--- src/verilog/lie_pkg.sv ---
// package for the loop / irq-enable / thread-entry execution block
// assumes a single core clock and an 8-bit core with 16-bit program counter
`default_nettype none
package lie_pkg;
    // ------------------------------------------------------------
    // opcodes and instruction timing
    // ------------------------------------------------------------
    localparam logic [3:0] LOOP_OPC_LOW     = 4'hA;   // loop opcode is rA, r = 0..F
    localparam logic [7:0] IRQ_ON_OPC       = 8'h9F;  // global interrupt enable
    localparam logic [7:0] ENTRY_OPC        = 8'h1F;  // threaded-code entry
    localparam int         LOOP_TAKEN_CYC   = 12;     // loop, branch taken
    localparam int         LOOP_FALL_CYC    = 10;     // loop, no branch
    localparam int         IRQ_ON_CYC       = 6;
    localparam int         ENTRY_CYC        = 20;
    localparam logic [15:0] STACK_STEP      = 16'h0002; // entry push size
    localparam logic [15:0] PTR_STEP        = 16'h0002; // word advance of pointer
    localparam int          GIE_BIT         = 0;        // enable bit in system mode reg
    // ------------------------------------------------------------
    // restricted register page case for the loop instruction
    // ------------------------------------------------------------
    localparam logic [7:0] PAGE_BAD_A       = 8'h11;
    localparam logic [7:0] PAGE_BAD_B       = 8'h10;
    localparam logic [3:0] WREG_OK_HI       = 4'hC;   // working area C0H..CFH
    localparam logic [7:0] MODE_RESET       = 8'h00;
    localparam logic [4:0] CNT_W0           = 5'h00;
    // ------------------------------------------------------------
    // sequencer states
    // ------------------------------------------------------------
    typedef enum logic [2:0] {
        LIE_IDLE, LIE_WAIT, LIE_PUSH, LIE_FETCH, LIE_DONE
    } lie_state_e;
endpackage : lie_pkg
`default_nettype wire

--- src/verilog/lie_exec.sv ---
// execution of loop, global irq enable and thread entry instructions
// assumes fetch gives one opcode pulse and the operands, memories answer in one cycle
`timescale 1ns/1ns
`default_nettype none
// Behaviour
// - loop decrements register, branches when nonzero
// - loop unsupported on pages 10H/11H outside C0H..CFH
// - irq-on sets mode bit zero, six cycles
// - enabled core services highest pending request
// - requests pending while disabled stay, served later
// - irq-on and entry leave flags untouched
// - entry lowers stack by two, pushes pointer
// - entry: pointer=pc, pc=word at pointer, pointer+=2
module lie_exec
(
    // clock and reset
    input  wire logic        core_clk,
    input  wire logic        resetn,
    // instruction from fetch
    input  wire logic        instr_valid,
    input  wire logic [7:0]  instr_opcode,
    input  wire logic [7:0]  instr_operand,
    input  wire logic [15:0] pc_in,
    // working register read data and page state
    input  wire logic [7:0]  wreg_rdata,
    input  wire logic [7:0]  register_page_pointer,
    input  wire logic [7:0]  wreg_base,
    input  wire logic [15:0] sp_in,
    // program memory word read
    input  wire logic [15:0] pmem_rdata,
    // interrupt requests from pins (asynchronous)
    input  wire logic        irq_pin,
    // register file / stack / pc writes
    output var  logic        wreg_we,
    output var  logic [7:0]  wreg_wdata,
    output var  logic        sp_we,
    output var  logic [15:0] sp_out,
    output var  logic        stack_we,
    output var  logic [15:0] stack_addr,
    output var  logic [15:0] stack_wdata,
    output var  logic        pc_we,
    output var  logic [15:0] pc_out,
    output var  logic [15:0] pmem_addr,
    output var  logic [15:0] thread_instr_pointer,
    output var  logic [7:0]  system_mode_reg,
    output var  logic        flags_we,
    output var  logic        loop_unsupported,
    output var  logic        irq_take,
    output var  logic        busy
);
    import lie_pkg::*;

    // ------------------------------------------------------------
    // synchronised interrupt request
    // ------------------------------------------------------------
    logic irq_sync;   // request level in core domain
    lie_sync u_irq_sync
    (
        .core_clk (core_clk),
        .resetn   (resetn),
        .din      (irq_pin),
        .dout     (irq_sync)
    );

    // ------------------------------------------------------------
    // state of the block
    // ------------------------------------------------------------
    typedef struct packed {
        lie_state_e  st;        // sequencer
        logic [4:0]  cnt;       // cycles left in instruction
        logic        pend;      // request kept while disabled
        logic        wreg_we;
        logic [7:0]  wreg_wdata;
        logic        sp_we;
        logic [15:0] sp;
        logic        stack_we;
        logic [15:0] stack_addr;
        logic [15:0] stack_wdata;
        logic        pc_we;
        logic [15:0] pc;
        logic [15:0] pmem_addr;
        logic [15:0] tptr;      // thread instruction pointer
        logic [7:0]  mode;      // system mode register
        logic        unsup;
        logic        irq_take;
        logic        busy;
    } lie_state_s;

    lie_state_s s_reg;    // registered state
    lie_state_s s_next;   // next state

    logic [7:0]  dec_val;   // decremented loop register
    logic [15:0] br_target; // relative branch target
    logic [4:0]  loop_len;  // cycle count of loop op

    // ------------------------------------------------------------
    // next-state logic
    // ------------------------------------------------------------
    always_comb
    begin
        s_next          = s_reg;
        s_next.wreg_we  = 1'b0;
        s_next.sp_we    = 1'b0;
        s_next.stack_we = 1'b0;
        s_next.pc_we    = 1'b0;
        s_next.irq_take = 1'b0;
        dec_val   = wreg_rdata - 8'h01;
        br_target = pc_in + {{8{instr_operand[7]}}, instr_operand};
        loop_len  = (dec_val != 8'h00) ? 5'(LOOP_TAKEN_CYC) : 5'(LOOP_FALL_CYC);
        // requests arrive only while disabled are held until enable
        if (irq_sync && !s_reg.mode[GIE_BIT])
            s_next.pend = 1'b1;
        // the priority resolver is outside; we only grant the winner
        if (s_reg.mode[GIE_BIT] && (irq_sync || s_reg.pend) && s_reg.st == LIE_IDLE)
        begin
            s_next.irq_take = 1'b1;
            s_next.pend     = 1'b0;
        end
        case (s_reg.st)
            LIE_IDLE:
            begin
                s_next.busy = 1'b0;
                if (instr_valid && !s_next.irq_take)
                begin
                    if (instr_opcode[3:0] == LOOP_OPC_LOW)
                    begin
                        // page 10H/11H outside C0H..CFH is flagged, not fixed
                        s_next.unsup = (register_page_pointer == PAGE_BAD_A ||
                                        register_page_pointer == PAGE_BAD_B) &&
                                       (wreg_base[7:4] != WREG_OK_HI);
                        s_next.wreg_we    = 1'b1;
                        s_next.wreg_wdata = dec_val;
                        s_next.pc_we      = 1'b1;
                        s_next.pc         = (dec_val != 8'h00) ? br_target : pc_in;
                        // count leaves out the accept cycle, the done cycle and the zero step
                        s_next.cnt        = loop_len - 5'd3;
                        s_next.busy       = 1'b1;
                        s_next.st         = LIE_WAIT;
                    end
                    else if (instr_opcode == IRQ_ON_OPC)
                    begin
                        s_next.mode[GIE_BIT] = 1'b1;
                        s_next.cnt  = 5'(IRQ_ON_CYC - 3);
                        s_next.busy = 1'b1;
                        s_next.st   = LIE_WAIT;
                    end
                    else if (instr_opcode == ENTRY_OPC)
                    begin
                        s_next.sp_we = 1'b1;
                        s_next.sp    = sp_in - STACK_STEP;
                        s_next.pc    = pc_in;
                        s_next.busy  = 1'b1;
                        s_next.st    = LIE_PUSH;
                    end
                end
            end
            LIE_PUSH:
            begin
                s_next.stack_we    = 1'b1;
                s_next.stack_addr  = s_reg.sp;
                s_next.stack_wdata = s_reg.tptr;
                s_next.tptr        = s_reg.pc;
                s_next.pmem_addr   = s_reg.pc;
                s_next.st          = LIE_FETCH;
            end
            LIE_FETCH:
            begin
                s_next.pc_we = 1'b1;
                s_next.pc    = pmem_rdata;
                s_next.tptr  = s_reg.tptr + PTR_STEP;
                // accept, push, fetch, done and the zero step are not in the count
                s_next.cnt   = 5'(ENTRY_CYC - 5);
                s_next.st    = LIE_WAIT;
            end
            LIE_WAIT:
            begin
                // pad to the fixed cycle count of the instruction
                if (s_reg.cnt == CNT_W0)
                    s_next.st = LIE_DONE;
                else
                    s_next.cnt = s_reg.cnt - 5'd1;
            end
            LIE_DONE:
            begin
                s_next.busy = 1'b0;
                s_next.st   = LIE_IDLE;
            end
            default:
                s_next.st = LIE_IDLE;
        endcase
    end

    // ------------------------------------------------------------
    // state register
    // ------------------------------------------------------------
    always_ff @(posedge core_clk or negedge resetn)
    begin
        if (!resetn)
        begin
            s_reg     <= '0;
            s_reg.st  <= LIE_IDLE;
            s_reg.mode <= MODE_RESET;
        end
        else
            s_reg <= s_next;
    end

    // ------------------------------------------------------------
    // outputs straight from the state flops, flags_we tied low
    // ------------------------------------------------------------
    assign wreg_we              = s_reg.wreg_we;
    assign wreg_wdata           = s_reg.wreg_wdata;
    assign sp_we                = s_reg.sp_we;
    assign sp_out               = s_reg.sp;
    assign stack_we             = s_reg.stack_we;
    assign stack_addr           = s_reg.stack_addr;
    assign stack_wdata          = s_reg.stack_wdata;
    assign pc_we                = s_reg.pc_we;
    assign pc_out               = s_reg.pc;
    assign pmem_addr            = s_reg.pmem_addr;
    assign thread_instr_pointer = s_reg.tptr;
    assign system_mode_reg      = s_reg.mode;
    assign flags_we             = 1'b0;     // flags never written here
    assign loop_unsupported     = s_reg.unsup;
    assign irq_take             = s_reg.irq_take;
    assign busy                 = s_reg.busy;

    // ------------------------------------------------------------
    // checks
    // ------------------------------------------------------------
    chk_gie_set_on: assert property (@(posedge core_clk) disable iff (!resetn)
        (s_reg.st == LIE_IDLE && instr_valid && instr_opcode == IRQ_ON_OPC && !s_next.irq_take)
        |=> system_mode_reg[GIE_BIT] ##4 busy ##1 !busy)
        else $error("irq enable timing or bit wrong");
    chk_entry_push: assert property (@(posedge core_clk) disable iff (!resetn)
        (sp_we && s_reg.st == LIE_PUSH) |=> stack_we && stack_addr == $past(sp_out))
        else $error("entry push address wrong");
    chk_entry_ip: assert property (@(posedge core_clk) disable iff (!resetn)
        (s_reg.st == LIE_FETCH) |=> pc_we && thread_instr_pointer == $past(pmem_addr) + PTR_STEP)
        else $error("entry pointer advance wrong");
    chk_loop_dec: assert property (@(posedge core_clk) disable iff (!resetn)
        (s_reg.st == LIE_IDLE && instr_valid && !s_next.irq_take && instr_opcode[3:0] == LOOP_OPC_LOW)
        |=> wreg_we && wreg_wdata == $past(wreg_rdata) - 8'h01)
        else $error("loop decrement wrong");
    chk_flags_kept: assert property (@(posedge core_clk) disable iff (!resetn)
        busy |-> !flags_we)
        else $error("flags written");
    chk_pend_kept: assert property (@(posedge core_clk) disable iff (!resetn)
        (s_reg.pend && !system_mode_reg[GIE_BIT]) |=> s_reg.pend)
        else $error("pending request lost");
    chk_irq_grant: assert property (@(posedge core_clk) disable iff (!resetn)
        irq_take |-> $past(system_mode_reg[GIE_BIT]))
        else $error("interrupt taken while disabled");
    chk_unsup_flag: assert property (@(posedge core_clk) disable iff (!resetn)
        (s_reg.st == LIE_IDLE && instr_valid && !s_next.irq_take && instr_opcode[3:0] == LOOP_OPC_LOW
         && register_page_pointer == PAGE_BAD_A && wreg_base[7:4] != WREG_OK_HI) |=> loop_unsupported)
        else $error("unsupported loop not flagged");
endmodule : lie_exec
`default_nettype wire

--- src/verilog/lie_sync.sv ---
// three-flop input synchroniser with agreement of last two stages
// assumes the input may come from outside the core clock domain
`timescale 1ns/1ns
`default_nettype none
module lie_sync
(
    // clock and reset
    input  wire logic core_clk,
    input  wire logic resetn,
    // level in and out
    input  wire logic din,
    output var  logic dout
);
    typedef struct packed {
        logic [2:0] sh;     // sh[0] is read only by sh[1]
        logic       lvl;    // filtered level
    } lie_sync_s;

    lie_sync_s s_reg;    // registered state
    lie_sync_s s_next;   // next state

    // ------------------------------------------------------------
    // shift and agree
    // ------------------------------------------------------------
    always_comb
    begin
        s_next    = s_reg;
        s_next.sh = {s_reg.sh[1:0], din};
        // change counts only once stages two and three agree
        if (s_reg.sh[1] == s_reg.sh[2])
            s_next.lvl = s_reg.sh[2];
    end

    // ------------------------------------------------------------
    // state register
    // ------------------------------------------------------------
    always_ff @(posedge core_clk or negedge resetn)
    begin
        if (!resetn)
            s_reg <= '0;
        else
            s_reg <= s_next;
    end
    assign dout = s_reg.lvl;
endmodule : lie_sync
`default_nettype wire
--- config.mk ---
export PLATFORM = sky130hd
export DESIGN_NAME = lie_exec
export DESIGN_NICKNAME = d
export VERILOG_FILES = /design/src/verilog/lie_pkg.sv /design/src/verilog/lie_exec.sv /design/src/verilog/lie_sync.sv
export SDC_FILE = /design/constraint.sdc
export NUM_CORES = 1
export LEC_CHECK = 0
export ABC_CLOCK_PERIOD_IN_PS = 6100
export BUFFER_PORTS_ARGS = -buffer_cell sky130_fd_sc_hd__buf_2
export CORE_ASPECT_RATIO = 0.5
export CORE_UTILIZATION = 45
export CTS_BUF_LIST = sky130_fd_sc_hd__clkbuf_4
export DETAILED_ROUTE_END_ITERATION = 16
export PLACE_DENSITY_LB_ADDON = 0.3
export SETUP_SLACK_MARGIN = 0.4
export SLEW_MARGIN = 20
export SYNTH_ARGS = -nofsm -noshare
export SYNTH_HDL_FRONTEND = slang
export SYNTH_SLANG_ARGS = --single-unit
--- constraint.sdc ---
create_clock -name core_clk -period 6.1 [get_ports core_clk]
set_input_delay 0.61 -clock core_clk [delete_from_list [all_inputs] [get_ports core_clk]]
set_output_delay 0.61 -clock core_clk [all_outputs]
set_load 0.02 [all_outputs]
Word-level counts from Yosys, hierarchy flattened
Index checks and enable logic that the tools add are counted.
Storage, ports and cells
  input port bits: 92
  output and inout port bits: 120
  logic and storage cells: 102
  flip-flop bits (word level): 125
Operators by class
  muxes and demuxes: 33
  reduce and logical (&&, ||, !) cells: 23
  eq/ne operators: 18
  add/subtract/negate cells: 6
  bitwise operators: 2
Operators by type and width (number)
  $mux W17: 4
  $mux W16: 4
  $mux W26: 2
  $pmux W17 S2: 1
  $mux W33: 1
  $pmux W16 S2: 1
  $eq A8 B5 Y1 const B: 3
  $add A16 B16 Y16: 1
  $add A16 B2 Y16 const B: 1
  $mux W8: 2
  $sub A16 B2 Y16 const B: 1
  $pmux W5 S3: 1
  $mux W3: 4
  $pmux W3 S4: 1
  $reduce_and A4 Y1: 3
  $mux W5: 2
  $mux W9: 1
  $eq A8 B8 Y1 const B: 1
  $mux W1: 8
  $reduce_bool A2 Y1: 4
  $reduce_bool A8 Y1: 1
  $sub A8 B1 Y8 const B: 1
  $eq A3 B2 Y1 const B: 2
  $ne A3 B1 Y1 const B: 2
  other kinds (21): 30

Logic depth before layout (Yosys ltp)
Gate-level depths: netlist (run 1).
  depth after elaboration: 8
  depth in mapped cells: 11
  mapped depth without buffers: 11

Cells and area by module
From an unflattened synthesis (run 1), not the netlist that was laid out.
Second synthesis, totals
  cell total of the unflattened synthesis: 837
  area, all modules: 7299.5 µm²
By module, submodules not included
  lie_exec: area an instance 7188.1 µm², sequential area each 3027.9 µm², instances 1, cells an instance 832
  lie_sync: area an instance 111.4 µm², sequential area each 100.1 µm², instances 1, cells an instance 5

Least setup slack after synthesis (run 1)
OpenSTA, ideal clock, no wires.
  path type: input port to flip-flop
  start: in wreg_rdata[1]
  end: reg s_reg, in the netlist pc_out[12]
  buffers on the path: 1
  stages on the path: 10
  setup slack: 3384 ps
  data arrival time: 2578 ps
  cell sequence: inv_1 ha_1 or3b_2 and3_1 o311ai_1 a21o_2 nand2_4 buf_6 a222oi_1 o31ai_1
Between the ends
  word-level cells in the longest chain between the ends: 6
RTL lines
  start: declaration: line lie_exec.sv:25  | input wire logic [7:0] wreg_rdata,
  $sub A8 B1 Y8: line lie_exec.sv:107  | dec_val = wreg_rdata - 8'h01;
  $reduce_bool A8 Y1: line lie_exec.sv:134  | s_next.pc = (dec_val != 8'h00) ? br_target : pc_in;
  $mux W16: line lie_exec.sv:134
  $mux W16: line lie_exec.sv:125  | if (instr_opcode[3:0] == LOOP_OPC_LOW)
  $mux W17: line lie_exec.sv:123  | if (instr_valid && !s_next.irq_take)
  $pmux W17 S2: line lie_exec.sv:119  | case (s_reg.st)
  end signal: assignment: line lie_exec.sv:205  | s_reg <= s_next;
  end: declaration: line lie_exec.sv:89  | lie_state_s s_reg;
No other way between the ends. The select of a mux whose other input is x is not followed.
A chain may end at the register's enable or synchronous reset.

Final worst setup path (run 1)
  start: reg s_reg[125] (netlist name)
  end: reg s_reg, in the netlist sp_out[5]
Between the ends
  word-level cells in the longest chain between the ends: 6
RTL lines
  $logic_not A3 Y1 (*): line lie_exec.sv:114, lie_exec.sv:119
  $logic_and A1 B1 Y1: line lie_exec.sv:114  | if (s_reg.mode[GIE_BIT] && (irq_sync || s_reg.pend) && s_reg.st == LIE_IDLE)
  $mux W1: line lie_exec.sv:114
  $logic_not A1 Y1: line lie_exec.sv:123
  $logic_and A1 B1 Y1: line lie_exec.sv:123
  $reduce_and A5 Y1 (no line) (*)
Every way passes the cells marked *; elsewhere a longest branch is shown, timed or not.

==> results of run 1 <==
-- area by class of cell --
type                            instances  area (sq um)
Fill cell                            1527          7700
Multi-Input combinational cell        565          3162
Sequential cell                       125          3128
Timing Repair Buffer                  202          1027
Tap cell                              221         276.5
Clock inverter                         13         148.9
Clock buffer                           18         135.1
Inverter                               20         75.07
Antenna cell                            1         2.502
-- layer usage --
metal	wire length [um]	track usage (%)	vias to the layer above	share of wire [%]
met5	0	0	-	0
met2	7983	34.26	200	46
met3	1139	5.798	16	6.6
met1	8063	27.96	2784	46
met4	177	5.252	0	1.0
li1	-	-	2953	-
-- power breakdown --
part           internal (mW)  total (mW)  switching [mW]
Clock                  0.282       0.596           0.314
Combinational          0.291       0.773           0.482
Sequential             0.985        1.18           0.195
Total                   1.56        2.55           0.991
-- worst max path at each step --
stage                     depth (start not counted)    endpoint
final                                             4   sp_out[5]
after global routing                              4   sp_out[5]
after CTS                                         7  s_reg[124]
after global placement                           10   pc_out[9]
after detailed placement                         10   pc_out[9]
after floorplan                                  10  pc_out[12]
-- cells in the final DEF (no fill, tap or decap), types with 3 or more instances in the layout --
| master | instances |
|---|---|
| buf_2 | 197 |
| clkbuf_4 | 18 |
| xor2_1 | 15 |
| o31ai_1 | 3 |
| nand3_1 | 26 |
| ha_1 | 21 |
| o21ai_1 | 20 |
| bufinv_16 | 3 |
| inv_1 | 20 |
| nand4_1 | 3 |
| o31a_1 | 3 |
| conb_1 | 8 |
| a22oi_1 | 12 |
| o21ai_0 | 50 |
| nor4_1 | 3 |
| a211oi_1 | 6 |
| o21a_1 | 5 |
| clkinvlp_4 | 3 |
| or3_1 | 6 |
| a21o_1 | 5 |
| nor3b_1 | 5 |
| clkinv_2 | 4 |
| a21oi_1 | 38 |
| nand2b_1 | 5 |
| dfrtp_1 | 125 |
| nand3b_1 | 3 |
| nand2_1 | 193 |
| o211ai_1 | 3 |
| buf_4 | 4 |
| and3_1 | 10 |
| xnor2_1 | 15 |
| mux2i_1 | 9 |
| o22ai_1 | 16 |
| nor3_1 | 11 |
| nor2_1 | 35 |
-- cells by family after synthesis --
group,synth area share [%]
other cells,0.05120
simple gates,18.91
compound gates,14.78
buf+inv,14.59
flops,42.71
mux,1.384
xor+xnor,3.587
fa+ha+maj,3.997
==> summary.txt, run 1 <==
Timing
  • Final setup margin: 3.389 ns
  • WHS: 0.06229 ns
  • Fin crit share: 44.45%
  • Hold Vio Cnt, Final: 0
  • Slew margin rel.: 26.50%
  • Final Slew Violations: 0
  • Unrepaired setup endpoints after global routing: false
  • Final setup fails: 0
  • Post-route setup TNS: 0 ns
  • Fmax: 368.8 MHz
  • Worst slew pin tran: 1.101 ns
  • Skew final: 0.02154 ns
  • Final min period: 2.711 ns

Synthesis
  • Ranking of synthesized cells by area: dfrtp_1 43%, buf_4 12%, nand2_1 9.9%
  • Share of the synthesized area in the top cell type: 42.71%
  • Post-synth EDFFs: 0
  • Synth cell types: 60
  • Count leader, synth: nand2_1
  • Share of flip-flops with an asynchronous set or reset: 100.0%
  • Seq/Total Area, Yosys: 42.71%
  • List of most frequent post-synthesis cells: 193 x nand2_1, 125 x dfrtp_1, 114 x buf_4
  • Synth Flop Type: dfrtp_1
  • YS warnings: 0
  • Synth area leader: dfrtp_1
  • Post-Syn Area per Cell: 8.607 sq um
  • Cell Area, Synth: 0.007325 sq mm
  • Yosys reg bits: 125
  • Post-synthesis instance total: 851

Hold path
  • Hold/Removal Path Class: in2async

Critical path
  • CP arrival: 3.12 ns
  • R2R depth: 4
  • Crit start category: flip-flop
  • Crit path buf inv count: 0
  • Critical Path RT: 6.51 ns
  • R2r setup slk: 3.39 ns
  • Crit Path Class: reg2reg
  • CP Capture Type: flip-flop
  • CP max stage delay: 0.73 ns
  • CP Max Fanout: 30
  • CP delay by family, top: simple AND/OR/NAND/NOR gates
  • FF-to-FF End: sp_out[5]
  • CP Launch Point: s_reg[125]
  • R2r startpoint: s_reg[125]
  • Slowest cell on crit path: dfrtp_1
  • Cell Chain, Critical Path: or3_1 -> nor2_1 -> nand2_1 -> mux2_2

Finish
  • P&R area growth vs syn: 8.610%
  • Cell area after layout: 0.007955 sq mm
  • Final cell count without fillers: 1165
  • Final core utilization: 50.82%
  • Final #Nets: 1045
  • Share of post-route cells with drive strength above 1: 25.56%

Drt
  • Drt initial violations: 321
  • Drt drc: 0
  • Final WL: 17360 um
  • DR WL/cell: 14.90 um
  • Routed vias: 5953
  • TritonRoute pass-1 iters: 5
  • ANT nets after route: 0
  • Via density: 5.110

Clock tree
  • PostCTS Resize Cnt: 0
  • Post-CTS setup buffer count: 0
  • CTS root buffer: clkbuf_4
  • Num CTS Buffers: 17
  • CTS tree: done
  • Max Root-Sink Buffers: 2
  • Clk slew on worst S/H paths: 0.12 ns
  • Worst-Skew Late Latency: 0.52 ns
  • Clock sink count: 125
  • Hold_buf cts: 0
  • H-Tree Depth: 4

Die
  • I/O pin total: 212
  • Core box area: 0.01566 sq mm
  • Die Ht: 92.22 um
  • Die area: 0.01682 sq mm
  • Starting Density: 46.79%
  • Chip Width: 182.4 um
  • Num rows: 32

Placed design
  • I/O Buffers: 198
  • Setup WS pre-CTS: 2.980 ns
  • Dpl cells: 1133
  • Placed cell area: 0.007664 sq mm
  • GPL Wtd Cong: 0.8710
  • Post-DP HPWL: 12670 um

Job
  • Max-Cap Viols: 0

Global route
  • Grt total ovfl: 0
  • Overall Global Routing Usage: 21.13%
  • Vias in the first global route: 5627
  • Pin count of the biggest net entering global routing: 68
  • Initial antenna violation count: 1
  • First-pass GRT wire length: 27930 um

Run status
  • Outcome: complete, no violations

Power
  • Pwr/cell area: 320.4 mW/mm^2
  • Power Total: 2.549 mW
  • Leakage power: 4.190 nW
  • VDD IR max: 0.1059 mV
Power figures use the tool's default switching activity.
==> run 2, diff against run 1 <==
- ABC_CLOCK_PERIOD_IN_PS: 6100 -> 2350
- clock period: 6.1 -> 2.35 ns (I/O delays scaled with it)
==> run 2 against run 1 <==
  * Global-route usage grew 2.3 points
  * Fmax is 31% higher
  * Non-clock buffer count is 74 higher
  * Clock power rose to 2.6 times the previous value
  * Utilization grew 5.2 points
  * Critical path depth increased by 3
  * Via count increased by 7.4%
  * Count of clock-buffer cells in the layout fell by 1
  * Die area is the same
  * Sequential cell count stayed put
  * Final area is 10% higher
  * Sequential share of layout area shrank 3.6 points
  * Largest cell class unchanged
  * Largest power group unchanged
==> summary.txt, run 2 (synthesis results as in run 1) <==
Run status
  • Outcome: complete, no violations

Critical path
  • CP Capture Type: flip-flop
  • CP Max Fanout: 5 (-83%)
  • Slowest cell on crit path: dfrtp_1
  • Crit start category: flip-flop
  • FF-to-FF End: pc_out[12]
  • R2R depth: 7 (+3)
  • Top cell by count, worst path: or3_4
  • Crit Path Class: reg2reg
  • CP Launch Point: u_irq_sync.dout
  • CP max stage delay: 0.42 ns (-0.31 ns)
  • Cell Chain, Critical Path: o21ai_2 -> nand2_2 -> or3_4 -> a21boi_1 -> or3_4 -> a222oi_1 -> o31ai_1
  • R2r startpoint: u_irq_sync.dout
  • R2r setup slk: 0.29 ns (-3.10 ns)
  • CP arrival: 2.48 ns (-0.64 ns)
  • Critical Path RT: 2.76 ns (-3.75 ns)
  • CP delay by family, top: simple AND/OR/NAND/NOR gates
  • Crit path buf inv count: 0 (unchanged)

Drt
  • Drt initial violations: 345 (+7.5%)
  • TritonRoute pass-1 iters: 7 (+2)
  • Final WL: 18980 um (+9.3%)
  • Wire length on met2: 8764 um (+9.8%)
  • ANT nets after route: 0 (unchanged)
  • Via density: 5.159 (+0.96%)
  • Drt drc: 0 (unchanged)
  • Post-Route M1 WL: 8946 um (+11%)
  • Routed vias: 6392 (+7.4%)
  • Top Metal Used: met4
  • DR WL/cell: 15.31 um (+2.8%)
  • Met3 WL: 1019 um (-11%)

Finish
  • Most frequent cells in the layout: 197 x buf_2, 191 x nand2_1, 123 x dfrtp_1, 49 x o21ai_0, 41 x dlygate4sd3_1
  • Cell area after layout: 0.008768 sq mm (+10%)
  • Register area: 0.003131 sq mm (about the same)
  • # diodes: 0 (-1)
  • Fillers: 1439 (-5.8%)
  • Multi-input gate area: 0.003291 sq mm (+4.1%)
  • Final cell count without fillers: 1239 (+6.4%)
  • Final #Nets: 1119 (+7.1%)
  • P&R area growth vs syn: 19.71%
  • Share of post-route cells with drive strength above 1: 29.86% (+4.3 points)
  • Commonest non-fill, non-tap cell in the layout: buf_2

Timing
  • Skew final: 0.02241 ns (+0.0008666 ns)
  • Final setup fails: 0 (unchanged)
  • Final min period: 2.064 ns (-0.6475 ns)
  • Fmax: 484.5 MHz (+31%)
  • Fin crit share: 87.82% (+43 points)
  • Unrepaired setup endpoints after global routing: true
  • Hold Vio Cnt, Final: 0 (unchanged)
  • Worst slew pin tran: 0.6386 ns (-0.4628 ns)
  • Slew margin rel.: 57.38% (+31 points)
  • WHS: 0.04677 ns (-0.01552 ns)
  • Final Slew Violations: 0 (unchanged)
  • Post-route setup TNS: 0 ns (unchanged)

Placed design
  • GPL Wtd Cong: 0.8739 (+0.33%)
  • I/O Buffers: 198 (unchanged)
  • Placed cell area: 0.007925 sq mm (+3.4%)
  • Dpl cells: 1160 (+2.4%)
  • Post-DP HPWL: 13530 um (+6.9%)

Hold path
  • Hold/Removal Path Class: in2reg
  • Hold depth: 3
  • WHS Endpoint: wreg_wdata[7]
  • Hold_sp: wreg_rdata[7]

Clock tree
  • Clock sink count: 125 (unchanged)
  • Num CTS Buffers: 17 (unchanged)
  • Max Root-Sink Buffers: 2 (unchanged)
  • H-Tree Depth: 4 (unchanged)
  • Worst-Skew Late Latency: 0.55 ns (+0.03 ns)
  • CTS root buffer: clkbuf_4
  • CTS tree: done
  • Clk slew on worst S/H paths: 0.13 ns (about the same)

Global route
  • Grt total ovfl: 0 (unchanged)
  • Pin count of the biggest net entering global routing: 59 (-13%)
  • Overall Global Routing Usage: 23.40% (+2.3 points)
  • Initial antenna violation count: 0 (-1)
  • Vias in the first global route: 6213 (+10%)
  • First-pass GRT wire length: 30960 um (+11%)

Power
  • Clock Power Share: 22.5% (-0.9 points)
  • VDD IR max: 0.3133 mV (+200%)
  • Leakage power: 4.541 nW (+8.4%)
  • Power Total: 6.834 mW (+170%)
  • Int Power: 4.016 mW (+160%)
  • Pwr/cell area: 779.4 mW/mm^2 (+140%)
  • Seq pwr share: 44.2% (-2.1 points)
  • Switch share: 41.24% (+2.3 points)
  • Combinational share of power: 33.3% (+3.0 points)
  • Sw power: 2.818 mW (+180%)

Die
  • Starting Density: 46.79% (unchanged)
  • Core box area: 0.01566 sq mm (unchanged)
  • Die Ht: 92.22 um (unchanged)
  • Die area: 0.01682 sq mm (unchanged)
  • I/O pin total: 212 (unchanged)
  • Num rows: 32 (unchanged)
  • Chip Width: 182.4 um (unchanged)

Job
  • Max-Cap Viols: 0 (unchanged)
[run 2: repair_timing]
action                                  in CTS  in global routing
hold buffers                                41                  0
gates resized for setup                     10                 19
pin swaps                                    3                  2
buffers inserted                             2                  3
endpoints found under the setup margin      30                 36
gates cloned                                 1                  0
endpoints found under the hold margin       74                  0
[run 2: metal layers]
metal	track usage (%)	vias up
li1	-	3096
met1	30.76	3057
met2	38.28	213
met3	5.719	26
met4	7.003	0
met5	0	-
[run 2: worst max path at each step]
stage | end | cells past startpoint | slack [ns]
final | pc_out[12] | 7 | 0.29
after global routing | pc_out[12] | 7 | 0.19
after CTS | pc_out[14] | 8 | 0.30
after detailed placement | pc_out[12] | 12 | -0.06
after global placement | pc_out[12] | 12 | 0.02
after floorplan | pc_out[12] | 9 | 0.21
[run 2: power groups by stage]
stage	clock [mW]	combinational, mW	sequential (mW)
finish	1.53	2.28	3.02
CTS	1.59	2.23	3.01
floorplan	0	1.90	2.89
detailed placement	0	2.15	3.05
global placement	0	2.10	3.04
global route	1.66	2.48	3.08
[run 2: stage by stage]
stage | setup slack [ns] | utilization [%]
final | 0.2861 | 56.01
after global routing | 0.1927 | 56.01
after CTS | 0.3046 | 55.43
after detailed placement | -0.06402 | 50.62
after global placement | 0.02426 | 50.62
after floorplan | 0.2060 | -
[run 2: worst min-delay path: cells and delay by family]
family,cells,cell delay [ns]
XOR/XNOR,1,0.12
AO/OA/AOI/OAI,1,0.06
buffers and inverters,1,0.12
[run 2: final cells by class]
cell class | instances | area share, %
clock buffer | 17 | 1.455
clock inverter | 15 | 1.769
inverter | 20 | 0.8562
multi-input combinational | 565 | 37.53
sequential | 125 | 35.70
tap | 221 | 3.154
timing repair buffer | 276 | 19.53
